`src/shared/bls_pkg.sv`:
```
// constants, types and decode helpers shared by the strobe mapper files
package bls_pkg;

  // internal and external address width
  localparam int ADDR_W = 24;

  // register byte offsets within the block
  localparam logic [7:0] OFS_IO_CTRL = 8'h60;
  localparam logic [7:0] OFS_PRIM_CTRL = 8'h64;
  localparam logic [7:0] OFS_SEC_CTRL = 8'h68;
  localparam logic [7:0] OFS_STATUS = 8'h70;

  // field positions in the bank control registers
  localparam int BIT_GAP = 22;
  localparam int BIT_SHARED = 21;
  localparam int WID_LSB = 18;
  localparam int SIZE_LSB = 16;

  // reset values and writable bit masks
  localparam logic [31:0] BANK_RST = 32'h000F_10F8;
  localparam logic [31:0] IO_RST = 32'h0000_00F8;
  localparam logic [31:0] PRIM_WMASK = 32'h007F_1FF8;
  localparam logic [31:0] SEC_WMASK = 32'h001F_1FF8;
  localparam logic [31:0] IO_WMASK = 32'h0000_00F8;
  localparam logic [1:0] WID_STRAP_HI = 2'b01;

  // bank address boundaries
  localparam logic [23:0] PRIM_LO_END = 24'h80_0000;
  localparam logic [23:0] PRIM_HI_BEG = 24'h88_0000;
  localparam logic [23:0] SEC_BEG = 24'h90_0000;

  // cycles after reset release before the strap pin is trusted
  localparam logic [1:0] STRAP_WAIT = 2'h2;

  // decoded width or data size
  typedef enum logic [1:0] {
    SZ_8 = 2'b00,
    SZ_16 = 2'b01,
    SZ_32 = 2'b11
  } bls_size_t;

  // access sequencer states
  typedef enum logic [2:0] {
    ST_IDLE = 3'b001,
    ST_ACC = 3'b010,
    ST_GAP = 3'b100
  } bls_state_t;

  // size field decode, the reserved code is served as 32 bits
  function automatic bls_size_t size_dec(input logic [1:0] f);
    case (f)
      2'b00: size_dec = SZ_8;
      2'b01: size_dec = SZ_16;
      default: size_dec = SZ_32;
    endcase
  endfunction

endpackage

```
`src/shared/bls_map_if.sv`:
```
// carrier between the sequencer and the address and byte enable mapper
`timescale 1ns/100ps
interface bls_map_if;
  import bls_pkg::*;
  logic [ADDR_W-1:0] addr;
  bls_size_t width;
  bls_size_t dsize;
  logic [ADDR_W-1:0] ext_addr;
  logic [3:0] be;
  logic [1:0] lo_bits;
  modport mapper (input addr, input width, input dsize,
    output ext_addr, output be, output lo_bits);
  modport user (output addr, output width, output dsize,
    input ext_addr, input be, input lo_bits);
endinterface

```
`src/logic/bls_strobe_top.sv`:
```
// byte lane strobe mapper: bank decode, switch gap, pin mapping, registers
`timescale 1ns/100ps
module bls_strobe_top
  import bls_pkg::*;
(
  // clock and reset
  input wire logic CLK_I,
  input wire logic RESET_I,
  // ahb-lite slave
  input wire logic HSEL_I,
  input wire logic [31:0] HADDR_I,
  input wire logic [1:0] HTRANS_I,
  input wire logic HWRITE_I,
  input wire logic [2:0] HSIZE_I,
  input wire logic [31:0] HWDATA_I,
  input wire logic HREADY_I,
  output logic [31:0] HRDATA_O,
  output logic HREADYOUT_O,
  output logic HRESP_O,
  // core access request
  input wire logic ACC_VALID_I,
  input wire logic [ADDR_W-1:0] ACC_ADDR_I,
  input wire logic ACC_READ_I,
  input wire logic ACC_IO_I,
  output logic ACC_READY_O,
  // strap pin
  input wire logic PROGRAM_WIDTH_PIN_I,
  // external memory pins
  output logic [ADDR_W-1:0] EXT_ADDR_O,
  output logic PRIMARY_BANK_STROBE_N_O,
  output logic SECONDARY_BANK_STROBE_N_O,
  output logic IO_SPACE_STROBE_N_O,
  output logic [3:0] PRIM_BYTE_ENABLE_N_O,
  output logic [3:0] SEC_BYTE_ENABLE_N_O
);

  ////////////////////////////////////////////////////////////////////////////
  // declarations
  logic [31:0] prim_ctrl_reg;
  logic [31:0] sec_ctrl_reg;
  logic [31:0] io_ctrl_reg;
  logic [31:0] hrdata_reg;
  logic hready_reg;
  logic wr_pend_reg;
  logic rd_pend_reg;
  logic [7:0] ofs_reg;
  logic pin_meta_reg;
  logic pin_sync_reg;
  logic [1:0] strap_cnt_reg;
  logic strap_done_reg;
  bls_state_t state_reg;
  bls_state_t state_next;
  logic last_read_reg;
  logic last_sec_reg;
  logic last_prim_reg;
  logic [ADDR_W-1:0] hold_addr_reg;
  logic hold_read_reg;
  logic hold_io_reg;
  logic [7:0] gap_count_reg;
  logic take;
  logic need_gap;
  logic req_sec;
  logic req_prim;
  logic [ADDR_W-1:0] cur_addr;
  logic cur_read;
  logic cur_io;
  logic cur_sec;
  logic cur_prim;
  logic cur_go;
  logic [31:0] sel_ctrl;
  logic [3:0] pin_next [2];
  logic [1:0] bank_width [2];
  logic bank_lane_on [2];
  logic addr_ph;
  bls_map_if mif ();

  ////////////////////////////////////////////////////////////////////////////
  // bus slave

  // address phase of a selected, ready transfer
  assign addr_ph = HSEL_I & HREADY_I & HTRANS_I[1];

  // phase tracking; reads add one wait so they see completed writes
  always_ff @(posedge CLK_I or posedge RESET_I) begin
    if (RESET_I) begin
      wr_pend_reg <= 1'b0;
      rd_pend_reg <= 1'b0;
      ofs_reg <= 8'h00;
      hready_reg <= 1'b1;
    end else begin
      wr_pend_reg <= addr_ph & HWRITE_I;
      rd_pend_reg <= addr_ph & ~HWRITE_I;
      if (addr_ph) begin
        ofs_reg <= HADDR_I[7:0];
      end
      hready_reg <= ~(addr_ph & ~HWRITE_I);
    end
  end

  // read data, unmapped offsets read zero
  always_ff @(posedge CLK_I or posedge RESET_I) begin
    if (RESET_I) begin
      hrdata_reg <= 32'h0000_0000;
    end else if (rd_pend_reg) begin
      case (ofs_reg)
        OFS_IO_CTRL: hrdata_reg <= io_ctrl_reg;
        OFS_PRIM_CTRL: hrdata_reg <= prim_ctrl_reg;
        OFS_SEC_CTRL: hrdata_reg <= sec_ctrl_reg;
        OFS_STATUS: hrdata_reg <= {16'h0000, gap_count_reg, 2'b00,
          last_prim_reg, last_sec_reg, last_read_reg, state_reg};
        default: hrdata_reg <= 32'h0000_0000;
      endcase
    end
  end

  assign HRDATA_O = hrdata_reg;
  assign HREADYOUT_O = hready_reg;
  assign HRESP_O = 1'b0;

  ////////////////////////////////////////////////////////////////////////////
  // strap capture for the width fields

  // two-flop synchroniser on the program-width pin
  always_ff @(posedge CLK_I or posedge RESET_I) begin
    if (RESET_I) begin
      pin_meta_reg <= 1'b0;
      pin_sync_reg <= 1'b0;
    end else begin
      pin_meta_reg <= PROGRAM_WIDTH_PIN_I;
      pin_sync_reg <= pin_meta_reg;
    end
  end

  // wait until the synchroniser holds a real sample
  always_ff @(posedge CLK_I or posedge RESET_I) begin
    if (RESET_I) begin
      strap_cnt_reg <= 2'h0;
      strap_done_reg <= 1'b0;
    end else if (!strap_done_reg) begin
      strap_cnt_reg <= strap_cnt_reg + 2'h1;
      strap_done_reg <= (strap_cnt_reg == STRAP_WAIT);
    end
  end

  ////////////////////////////////////////////////////////////////////////////
  // control registers

  // primary bank control, holds the shared-lane and gap bits
  always_ff @(posedge CLK_I or posedge RESET_I) begin
    if (RESET_I) begin
      prim_ctrl_reg <= BANK_RST;
    end else if (!strap_done_reg && strap_cnt_reg == STRAP_WAIT && pin_sync_reg) begin
      prim_ctrl_reg[WID_LSB+:2] <= WID_STRAP_HI;
    end else if (wr_pend_reg && ofs_reg == OFS_PRIM_CTRL) begin
      prim_ctrl_reg <= (HWDATA_I & PRIM_WMASK) | (prim_ctrl_reg & ~PRIM_WMASK);
    end
  end

  // secondary bank control
  always_ff @(posedge CLK_I or posedge RESET_I) begin
    if (RESET_I) begin
      sec_ctrl_reg <= BANK_RST;
    end else if (!strap_done_reg && strap_cnt_reg == STRAP_WAIT && pin_sync_reg) begin
      sec_ctrl_reg[WID_LSB+:2] <= WID_STRAP_HI;
    end else if (wr_pend_reg && ofs_reg == OFS_SEC_CTRL) begin
      sec_ctrl_reg <= (HWDATA_I & SEC_WMASK) | (sec_ctrl_reg & ~SEC_WMASK);
    end
  end

  // i/o space control, stored only
  always_ff @(posedge CLK_I or posedge RESET_I) begin
    if (RESET_I) begin
      io_ctrl_reg <= IO_RST;
    end else if (wr_pend_reg && ofs_reg == OFS_IO_CTRL) begin
      io_ctrl_reg <= (HWDATA_I & IO_WMASK) | (io_ctrl_reg & ~IO_WMASK);
    end
  end

  ////////////////////////////////////////////////////////////////////////////
  // access sequencer

  // bank decode of the incoming request
  assign req_sec = ~ACC_IO_I & (ACC_ADDR_I >= SEC_BEG);
  assign req_prim = ~ACC_IO_I & ((ACC_ADDR_I < PRIM_LO_END) |
    ((ACC_ADDR_I >= PRIM_HI_BEG) & (ACC_ADDR_I < SEC_BEG)));
  assign take = ACC_VALID_I & ACC_READY_O;

  // a read switching banks right after a read needs the idle cycle
  assign need_gap = take & ACC_READ_I & last_read_reg & prim_ctrl_reg[BIT_GAP] &
    ((req_sec & last_prim_reg) | (req_prim & last_sec_reg));

  // next state
  always_comb begin
    state_next = ST_IDLE;
    case (state_reg)
      ST_IDLE, ST_ACC: begin
        if (need_gap) begin
          state_next = ST_GAP;
        end else if (take) begin
          state_next = ST_ACC;
        end
      end
      ST_GAP: state_next = ST_ACC;
      default: state_next = ST_IDLE;
    endcase
  end

  // state and the request held across the gap
  always_ff @(posedge CLK_I or posedge RESET_I) begin
    if (RESET_I) begin
      state_reg <= ST_IDLE;
      hold_addr_reg <= 24'h00_0000;
      hold_read_reg <= 1'b0;
      hold_io_reg <= 1'b0;
    end else begin
      state_reg <= state_next;
      if (take) begin
        hold_addr_reg <= ACC_ADDR_I;
        hold_read_reg <= ACC_READ_I;
        hold_io_reg <= ACC_IO_I;
      end
    end
  end

  // the access that drives the pins this edge
  assign cur_go = (take & ~need_gap) | (state_reg == ST_GAP);
  assign cur_addr = (state_reg == ST_GAP) ? hold_addr_reg : ACC_ADDR_I;
  assign cur_read = (state_reg == ST_GAP) ? hold_read_reg : ACC_READ_I;
  assign cur_io = (state_reg == ST_GAP) ? hold_io_reg : ACC_IO_I;
  assign cur_sec = ~cur_io & (cur_addr >= SEC_BEG);
  assign cur_prim = ~cur_io & ~cur_sec & ((cur_addr < PRIM_LO_END) |
    (cur_addr >= PRIM_HI_BEG));

  // history of the last driven access, and a gap counter for software
  always_ff @(posedge CLK_I or posedge RESET_I) begin
    if (RESET_I) begin
      last_read_reg <= 1'b0;
      last_sec_reg <= 1'b0;
      last_prim_reg <= 1'b0;
      gap_count_reg <= 8'h00;
    end else begin
      last_read_reg <= cur_go & cur_read;
      last_sec_reg <= cur_go & cur_sec;
      last_prim_reg <= cur_go & cur_prim;
      if (need_gap) begin
        gap_count_reg <= gap_count_reg + 8'h01;
      end
    end
  end

  ////////////////////////////////////////////////////////////////////////////
  // pin mapping

  // mapping follows the config of the bank being accessed
  assign sel_ctrl = cur_sec ? sec_ctrl_reg : prim_ctrl_reg;
  assign mif.addr = cur_addr;
  assign mif.width = cur_io ? SZ_32 : size_dec(sel_ctrl[WID_LSB+:2]);
  assign mif.dsize = cur_io ? SZ_32 : size_dec(sel_ctrl[SIZE_LSB+:2]);

  bls_addr_map u_map (
    .m (mif.mapper)
  );

  assign bank_width[0] = prim_ctrl_reg[WID_LSB+:2];
  assign bank_width[1] = sec_ctrl_reg[WID_LSB+:2];
  assign bank_lane_on[0] = cur_prim | (cur_sec & prim_ctrl_reg[BIT_SHARED]);
  assign bank_lane_on[1] = cur_sec;

  // per bank: narrow-width pins carry mif.lo_bits on every cycle, whichever bank or space is accessed
  for (genvar b = 0; b < 2; b++) begin : g_bank
    always_comb begin
      pin_next[b] = ~(mif.be & {4{cur_go & bank_lane_on[b]}});
      if (size_dec(bank_width[b]) != SZ_32) begin
        pin_next[b][3] = mif.lo_bits[1];
      end
      if (size_dec(bank_width[b]) == SZ_8) begin
        pin_next[b][2] = mif.lo_bits[0];
      end
    end
  end

  // registered pins; a gap cycle leaves all strobes high
  always_ff @(posedge CLK_I or posedge RESET_I) begin
    if (RESET_I) begin
      EXT_ADDR_O <= 24'h00_0000;
      PRIMARY_BANK_STROBE_N_O <= 1'b1;
      SECONDARY_BANK_STROBE_N_O <= 1'b1;
      IO_SPACE_STROBE_N_O <= 1'b1;
      PRIM_BYTE_ENABLE_N_O <= 4'hF;
      SEC_BYTE_ENABLE_N_O <= 4'hF;
      ACC_READY_O <= 1'b1;
    end else begin
      ACC_READY_O <= ~need_gap;
      PRIMARY_BANK_STROBE_N_O <= ~(cur_go & cur_prim);
      SECONDARY_BANK_STROBE_N_O <= ~(cur_go & cur_sec);
      IO_SPACE_STROBE_N_O <= ~(cur_go & cur_io);
      PRIM_BYTE_ENABLE_N_O <= pin_next[0];
      SEC_BYTE_ENABLE_N_O <= pin_next[1];
      if (cur_go) begin
        EXT_ADDR_O <= mif.ext_addr;
      end
    end
  end

endmodule // bls_strobe_top

```
`src/logic/bls_addr_map.sv`:
```
// address shift and byte enable mapping for one access
`timescale 1ns/100ps
module bls_addr_map
  import bls_pkg::*;
(
  bls_map_if.mapper m
);

  logic [ADDR_W-1:0] a;
  logic [ADDR_W-1:0] sh1;
  logic [ADDR_W-1:0] sh2;

  // shifted forms, top bit copied into the freed positions
  assign a = m.addr;
  assign sh1 = {{2{a[23]}}, a[22:1]};
  assign sh2 = {{3{a[23]}}, a[22:2]};

  // shift, enables and the low address bits carried on strobe pins
  always_comb begin
    m.ext_addr = a;
    m.be = 4'h0;
    m.lo_bits = 2'b00;
    case (m.width)
      SZ_32: begin
        case (m.dsize)
          SZ_8: begin
            m.ext_addr = sh2;
            m.be = 4'h1 << a[1:0];
          end
          SZ_16: begin
            m.ext_addr = sh1;
            m.be = a[0] ? 4'hC : 4'h3;
          end
          default: m.be = 4'hF;
        endcase
      end
      SZ_16: begin
        case (m.dsize)
          SZ_8: begin
            m.ext_addr = sh2;
            m.lo_bits = {a[1], 1'b0};
            m.be = a[0] ? 4'h2 : 4'h1;
          end
          SZ_16: begin
            m.ext_addr = sh1;
            m.lo_bits = {a[0], 1'b0};
            m.be = 4'h3;
          end
          default: m.be = 4'h3;
        endcase
      end
      default: begin
        m.be = 4'h1;
        case (m.dsize)
          SZ_8: begin
            m.ext_addr = sh2;
            m.lo_bits = a[1:0];
          end
          SZ_16: begin
            m.ext_addr = sh1;
            m.lo_bits = {a[0], 1'b0};
          end
          default: m.lo_bits = 2'b00;
        endcase
      end
    endcase
  end

endmodule // bls_addr_map

```
`config.mk`:
```
export PLATFORM = sky130hd
export DESIGN_NAME = bls_strobe_top
export DESIGN_NICKNAME = d
export VERILOG_FILES = /design/src/shared/bls_pkg.sv /design/src/shared/bls_map_if.sv /design/src/logic/bls_strobe_top.sv /design/src/logic/bls_addr_map.sv
export SDC_FILE = /design/constraint.sdc
export NUM_CORES = 1
export LEC_CHECK = 0
export BUFFER_PORTS_ARGS = -buffer_cell sky130_fd_sc_hd__buf_2
export CORE_MARGIN = 4
export CORE_UTILIZATION = 35
export DETAILED_ROUTE_END_ITERATION = 8
export GPL_ROUTABILITY_DRIVEN = 0
export GPL_TIMING_DRIVEN = 0
export SYNTH_ARGS = -nofsm -noshare
export SYNTH_HDL_FRONTEND = slang
export SYNTH_SLANG_ARGS = --single-unit
```
`constraint.sdc`:
```
create_clock -name CLK_I -period 11.62 [get_ports CLK_I]
set_clock_uncertainty 0.2 [all_clocks]
set_input_delay 0 -clock CLK_I [delete_from_list [all_inputs] [get_ports CLK_I]]
set_output_delay 0 -clock CLK_I [all_outputs]
set_load 0.05 [all_outputs]
```
## Word-level counts from Yosys, hierarchy flattened

Index checks and enable logic that the tools add are counted.

| operators by class | value |
|---|---|
| $add $sub $neg | 2 |
| order comparisons | 7 |
| eq/ne operators | 17 |
| shift operators | 1 |
| muxes and demuxes | 32 |
| bitwise gates (word level) | 46 |
| reductions and logical operators | 18 |

Operator list:

| kind | number |
|---|---|
| case mux 32 bit (4 select lines) | 1 |
| greater-or-equal comparator 24 bit, second input constant | 4 |
| < comparator 24 bit, second input constant | 3 |
| two-way mux 20 bit | 3 |
| case mux 23 bit (2 select lines) | 1 |
| == test 8 x 7 -> 1 bit, second input constant | 4 |
| OR 21 x 32 -> 32 bit | 1 |
| OR 23 x 32 -> 32 bit | 1 |
| OR 8 x 32 -> 32 bit | 1 |
| case mux 2 bit (2 select lines) | 7 |
| AND 1 bit | 24 |
| two-way mux 24 bit | 1 |
| case mux 4 bit (2 select lines) | 2 |
| logical NOT 2 bit | 7 |
| == test 2 x 1 -> 1 bit, second input constant | 6 |
| two-way mux 2 bit | 6 |
| inverter 1 bit | 10 |
| adder 8 x 1 -> 8 bit, second input constant | 1 |
| AND 4 bit | 2 |
| two-way mux 4 bit | 2 |
| inverter 4 bit | 2 |
| two-way mux 1 bit | 7 |
| case mux 3 bit (2 select lines) | 1 |
| logical AND 1 bit | 5 |
| other kinds (13) | 21 |

| storage, ports and cells | value |
|---|---|
| register bits after elaboration | 220 |
| output and inout bits | 70 |
| logic and storage cells | 152 |

## Longest topological paths before layout

Gate-level depths: netlist (run 1).

| depth | value |
|---|---|
| depth in word-level cells | 14 |
| gate-level depth with buffers | 10 |

## Cells and area by module

From an unflattened synthesis (run 1), not the netlist that was laid out.

| second synthesis, totals | value |
|---|---|
| cells, all modules | 595 |
| area, all modules | 7,330.8 um^2 |

By module, submodules not included:

| module | times used | cells an instance | area each (um^2) | seq. area each (um^2) |
|---|---|---|---|---|
| bls_strobe_top | 1 | 503 | 6,722.7 | 3,877.5 |
| bls_addr_map | 1 | 92 | 608.1 | 0.0 |

## Worst setup path after synthesis (run 1)

Ideal clock, no wire load.

| path | value |
|---|---|
| kind | register to register |
| start point | register state_reg[1] |
| end point | register SEC_BYTE_ENABLE_N_O[1] |
| setup time | 87 ps |
| data arrival time | 2,322 ps |
| required time | 11,333 ps |
| slack | 9,011 ps |
| cell stages (with the launch flop) | 9 |
| path buffers | 2 |
| period minus slack after synthesis | 2,609 ps |
| cells stage by stage | dfrtp_1 buf_4 nor3b_4 buf_4 mux2i_1 o311ai_0 or3_1 a221oi_1 nand2_1 |

RTL lines:

| item | line | text |
|---|---|---|
| start, declared | bls_strobe_top.sv:51 | `bls_state_t state_reg;` |
| start signal, assigned | bls_strobe_top.sv:216 | `state_reg <= state_next;` |
| end signal, assigned | bls_strobe_top.sv:298 | `SEC_BYTE_ENABLE_N_O <= pin_next[1];` |
| end, declared | bls_strobe_top.sv:34 | `output logic [3:0] SEC_BYTE_ENABLE_N_O` |

==> results of run 1 <==
## Yosys cell counts (6+ instances only)
library cell  count
dfrtp_1         114
mux2_2           69
nand2_1          68
dfstp_2          39
o21ai_0          38
inv_1            34
mux2i_1          32
nor2_1           25
a22oi_1          22
clkbuf_1         22
a21oi_1          21
nand3_1          19
o22ai_1          14
a21boi_0         13
buf_4            13
nor3_1           10
buf_2             8
xnor2_1           8
a211oi_1          6
nor2b_1           6
o22a_1            6
## cells by family (layout without fill, tap and decap cells)
group / count (synthesis) / after routing / share of synthesized area [%]
AND/OR/NAND/NOR: 169 / 169 / 11.9
AO/OA/AOI/OAI: 156 / 156 / 14.0
flip-flops: 153 / 153 / 51.8
multiplexers: 103 / 103 / 15.1
buffers and inverters: 86 / 306 / 5.50
XOR/XNOR: 9 / 9 / 1.05
adder cells (fa/ha/maj): 3 / 3 / 0.468
other: 1 / 2 / 0.0501
## path summary, 6_finish.rpt
kind / endpoint / slack (ns) / cells after the start
worst max-delay path: SEC_BYTE_ENABLE_N_O[0] / 8.37 / 8
worst min-delay path: HREADYOUT_O / 0.02 / 3
worst max register to register: SEC_BYTE_ENABLE_N_O[0] / 8.37 / 8
worst min register to register: pin_sync_reg / 0.15 / 0
max in group asynchronous: prim_ctrl_reg[18] / 9.78 / 5
min in group asynchronous: HRDATA_O[21] / 0.56 / 4
## per-stage QoR
stage                     setup WS [ns]  cell area [sq um]  power [mW]  hold slack, ns
after floorplan                    7.36               7480       0.728          -0.169
after global placement             5.42               8460       0.780         -0.0914
after detailed placement           8.47               8490       0.784          -0.106
after CTS                          8.37               9680        1.35          0.0204
after global routing               8.13               9680        1.40          0.0788
final                              8.37               9680        1.34          0.0242
## worst max-delay path, cell delays in order, from the launching register on
cell and delay [ns]:
dfrtp_1 0.36, buf_4 0.16, nor3b_4 0.39, buf_4 0.30
mux2i_1 0.54, o31ai_1 0.27, nor3_2 0.34, nand2_1 0.12
o311ai_0 0.44
## routing by layer
metal / part of all wire [%] / vias to the layer above / global-route usage (%)
met5: 0 / - / 0
met4: 1.9 / 0 / 4.71
met3: 5.0 / 27 / 3.97
met2: 47 / 155 / 28.2
met1: 46 / 2978 / 24.2
li1: - / 2854 / -
## area by class of cell
class | instances | area [sq um] | area share, %
Sequential cell | 153 | 3880 | 40.0
Buffer | 52 | 284 | 2.93
Inverter | 34 | 133 | 1.37
Tap cell | 275 | 344 | 3.55
Timing Repair Buffer | 188 | 1260 | 13.1
Clock buffer | 18 | 429 | 4.43
Antenna cell | 1 | 2.50 | 0.0258
Clock inverter | 14 | 156 | 1.62
Multi-Input combinational cell | 441 | 3190 | 33.0
## what timing repair did
action                     in CTS  in global routing
hold buffers                   60                  0
buffers inserted                0                  0
setup endpoints to repair       0                  0
hold endpoints to repair      224                  0
## where the power goes
group / total [mW] / internal, mW / leakage, nW / switching [mW]
Sequential: 0.590 / 0.569 / 1.85 / 0.0210
Clock: 0.553 / 0.305 / 0.286 / 0.248
Combinational: 0.199 / 0.0766 / 2.19 / 0.122
Total: 1.34 / 0.951 / 4.33 / 0.391
==> impl_metrics.toml, run 1 <==
[logic_synthesis]
yosysTopAreaCell = "dfrtp_1"
syn_nets = 784
ys.warnings.count = 0
synth_area_sq_um = 7480
yosysSeqAreaShare_pct = 51.8
synthArstFlopShare_pct = 100
synth_cell_types = 65
yosys-top-cells-area = "dfrtp_1 (38%), dfstp_2 (14%), mux2_2 (10%)"
syn-mean-instance-area_sq_um = 11.0
synth_top_area_share_pct = 38.1
netlist_instances = 680
synthFlopType = "dfrtp_1"
ys_ff_latch = 153
synth_edf_count = 0

[clock_tree]
cts-resized-gates = 0
cts_tree = "done"
clock_tree.buffer_depth = 2
clk_pin_slew_worst_paths_ns = 0.07
cts_sinks = 153
cts_root_buf = "clkbuf_16"
clk_latency_ns = 0.43
cts_made_buffers = 17
htreeDepth = 4

[cells_and_area]
area_growth_pct = 29.4
finalNetCount = 991
layout_commonest_cell = "buf_2"
final_util_pct = 46.1
layout_common_cells = "buf_2 (135), dfrtp_1 (114), mux2_2 (69), nand2_1 (68), dlygate4sd3_1 (60)"
drive_gt1_share_pct = 34.3
fillCellCount = 1975
final_cells = 1176

[sta]
rsz0062_at_grt = "false"
setup_viol = 0
tightestPinTransition_ns = 1.18
fin_crit_sh_pct = 28.0
max_freq_mhz = 308
fin_tns_setup_ns = 0
hold_viol = 0
slew_viol_final = 0
timing.slew.headroom_pct = 20.3
min_period_ns = 3.25

[floorplan]
die_y_microns = 154
ioPinCount = 172
row_count = 53
die_w_microns = 154
core_area_sq_um = 21000
die-area_sq_um = 23800
initial_core_util_pct = 35.6

[critical_path]
cp-end-kind = "flip-flop"
critPathKind = "flip-flop to flip-flop"
cp.arrival_ns = 3.33
critPathRequiredTime_ns = 11.70
worstSetupStartpoint = "state_reg[1]"
cp_max_fo = 10
regToRegStartpoint = "state_reg[1]"
start_kind = "flip-flop"

[routing]
drt_iter0_drc = 396
first_pass_iters = 5
dr_total_vias = 6014
post_drt_wl_per_cell_microns = 17.4
drc_errors = 0
vias_per_cell = 5.11
antenna_left = 0
wl_microns = 20400

[global_route]
grt_pass1_vias = 5993
grt_pass1_wl_microns = 33200
grt_max_degree = 100
grt_overflow_total = 0
gr-usage-all-layers_pct = 17.6
grt_antenna_before_repair = 1

[min_path]
worst_hold_path_type = "input pin to flip-flop"
hp-start = "HSEL_I"

[pwr]
p_leak_nw = 4.33
p_per_area_nw_per_um2 = 139
peakVddDrop_v = 0.0000973

[placement]
dp_cells = 1083
hpwl_microns = 14300
portBuffers = 127

[flow_run]
drv_cap = 0

[status]
status = "finished, final reports clean"
(Power assumes the default switching activity.)
==> inputs of run 2 (changes only) <==
==> constraint.sdc (replaced) <==
create_clock -name CLK_I -period 3.1 [get_ports CLK_I]
set_clock_uncertainty 0.2 [all_clocks]
set_input_delay 0 -clock CLK_I [delete_from_list [all_inputs] [get_ports CLK_I]]
set_output_delay 0 -clock CLK_I [all_outputs]
set_load 0.05 [all_outputs]
==> impl_metrics.toml, run 2 (synthesized netlist as in run 1, its figures left out) <==
[sta]
timing.slew.headroom_pct = 15.7
fin_crit_sh_pct = 98.2
setup_viol = 0
timing.final.ws_setup_ns = 0.0556
timing.hold.ws_ns = 0.0158
max_freq_mhz = 328
min_period_ns = 3.04
slew_viol_final = 0
tightestPinTransition_ns = 1.25
hold_viol = 0

[critical_path]
path_buf_inv = 3
path_delay_family = "simple AND/OR/NAND/NOR gates"
start_kind = "flip-flop"
cp_slowest_cell = "or4_1"
critPathRequiredTime_ns = 3.21
critPathKind = "flip-flop to flip-flop"
slowest_delay_ns = 0.52
worstSetupStartpoint = "ofs_reg[7]"
cp_max_fo = 10
cpMostUsedCell = "buf_2"
regToRegStartpoint = "ofs_reg[7]"
cp.arrival_ns = 3.15
crit_chain = "or4_1 > clkbuf_1 > nor3b_2 > and3_1 > buf_2 > buf_2 > mux2_2"
cp-end-kind = "flip-flop"

[placement]
portBuffers = 127
hpwl_microns = 14700
pre_cts_ws_ns = -0.158

[global_route]
gr-usage-all-layers_pct = 17.5
grt_overflow_total = 0
grt_antenna_before_repair = 0
grt_pass1_wl_microns = 33200
grt_pass1_vias = 6012
grt_max_degree = 38

[clock_tree]
cts_root_buf = "clkbuf_16"
htreeDepth = 4
cts_sinks = 153
cts_made_buffers = 17
clk_pin_slew_worst_paths_ns = 0.07
cts_tree = "done"
clk_latency_ns = 0.43
clock_tree.buffer_depth = 2

[floorplan]
die_w_microns = 154
core_area_sq_um = 21000
ioPinCount = 172
die_y_microns = 154
die-area_sq_um = 23800
initial_core_util_pct = 35.6
row_count = 53

[routing]
drc_errors = 0
post_drt_wl_per_cell_microns = 17.4
first_pass_iters = 6
antenna_left = 0
vias_per_cell = 5.06
wl_microns = 20500
drt_iter0_drc = 335
dr_total_vias = 5960

[cells_and_area]
final_util_pct = 46.4
multi_input_area_sq_um = 3240
layout_common_cells = "buf_2 (135), dfrtp_1 (114), mux2_2 (69), nand2_1 (68), dlygate4sd3_1 (60)"
regArea_sq_um = 3880
diodes = 0
area_growth_pct = 30.4
drive_gt1_share_pct = 35.5
finalNetCount = 995
fillCellCount = 1949
layout_commonest_cell = "buf_2"

[status]
status = "finished, final reports clean"

[pwr]
p_per_area_nw_per_um2 = 507
peakVddDrop_v = 0.000369
p_leak_nw = 4.35
finalPower_mw = 4.95

[min_path]
worst_hold_path_type = "input pin to flip-flop"
hp-start = "HTRANS_I[1]"

[flow_run]
drv_cap = 0
run 2: routing by layer:
layer	vias to the layer above	wire (microns)	global-route usage (%)
met1	2932	9440	24.4
met2	141	9950	27.7
li1	2868	-	-
met5	-	0	0
met3	19	915	3.89
met4	0	226	4.46
run 2: power breakdown:
part	internal (mW)	switching, mW
clock	1.07	0.897
sequential	2.14	0.0809
combinational	0.298	0.466
total	3.51	1.44
run 2: area by class of cell:
class | count | share of cell area [%]
buffer | 51 | 2.88
clock buffer | 20 | 4.58
clock inverter | 12 | 1.14
inverter | 34 | 1.35
multi-input combinational | 441 | 33.2
sequential | 153 | 39.7
tap | 275 | 3.53
timing repair buffer | 193 | 13.6
run 2: metrics by stage:
stage          TNS (ns)  instances  cell area, sq um
6_report              0       1179              9760
5_1_grt        -0.00312       1179              9760
4_1_cts               0       1178              9710
3_5_place_dp     -0.277       1086              8550
3_3_place_gp      -7.53       1082              8470
2_1_floorplan         0        680              7490
run 2: repair_timing:
action	4_1_cts	5_1_grt
buffers inserted	0	2
resized for setup	3	7
pin swaps	0	3
endpoints found under the setup margin	13	38
endpoints found under the hold margin	178	0
hold buffers	60	0
run 2: path summary, 6_finish.rpt:
check / to / slack, ns / depth (start not counted)
worst max-delay path: prim_ctrl_reg[8] / 0.06 / 7
worst min-delay path: ofs_reg[7] / 0.02 / 3
worst max register to register: prim_ctrl_reg[8] / 0.06 / 7
worst min register to register: pin_sync_reg / 0.15 / 0
max in group asynchronous: PRIM_BYTE_ENABLE_N_O[1] / 1.47 / 6
min in group asynchronous: HRDATA_O[30] / 0.08 / 3
run 2: worst register-to-register path, cell delays in order, from the launching register on:
cell and delay, ns:
dfrtp_1 0.39, or4_1 0.52, clkbuf_1 0.22, nor3b_2 0.50, and3_1 0.22, buf_2 0.24, buf_2 0.29, mux2_2 0.36
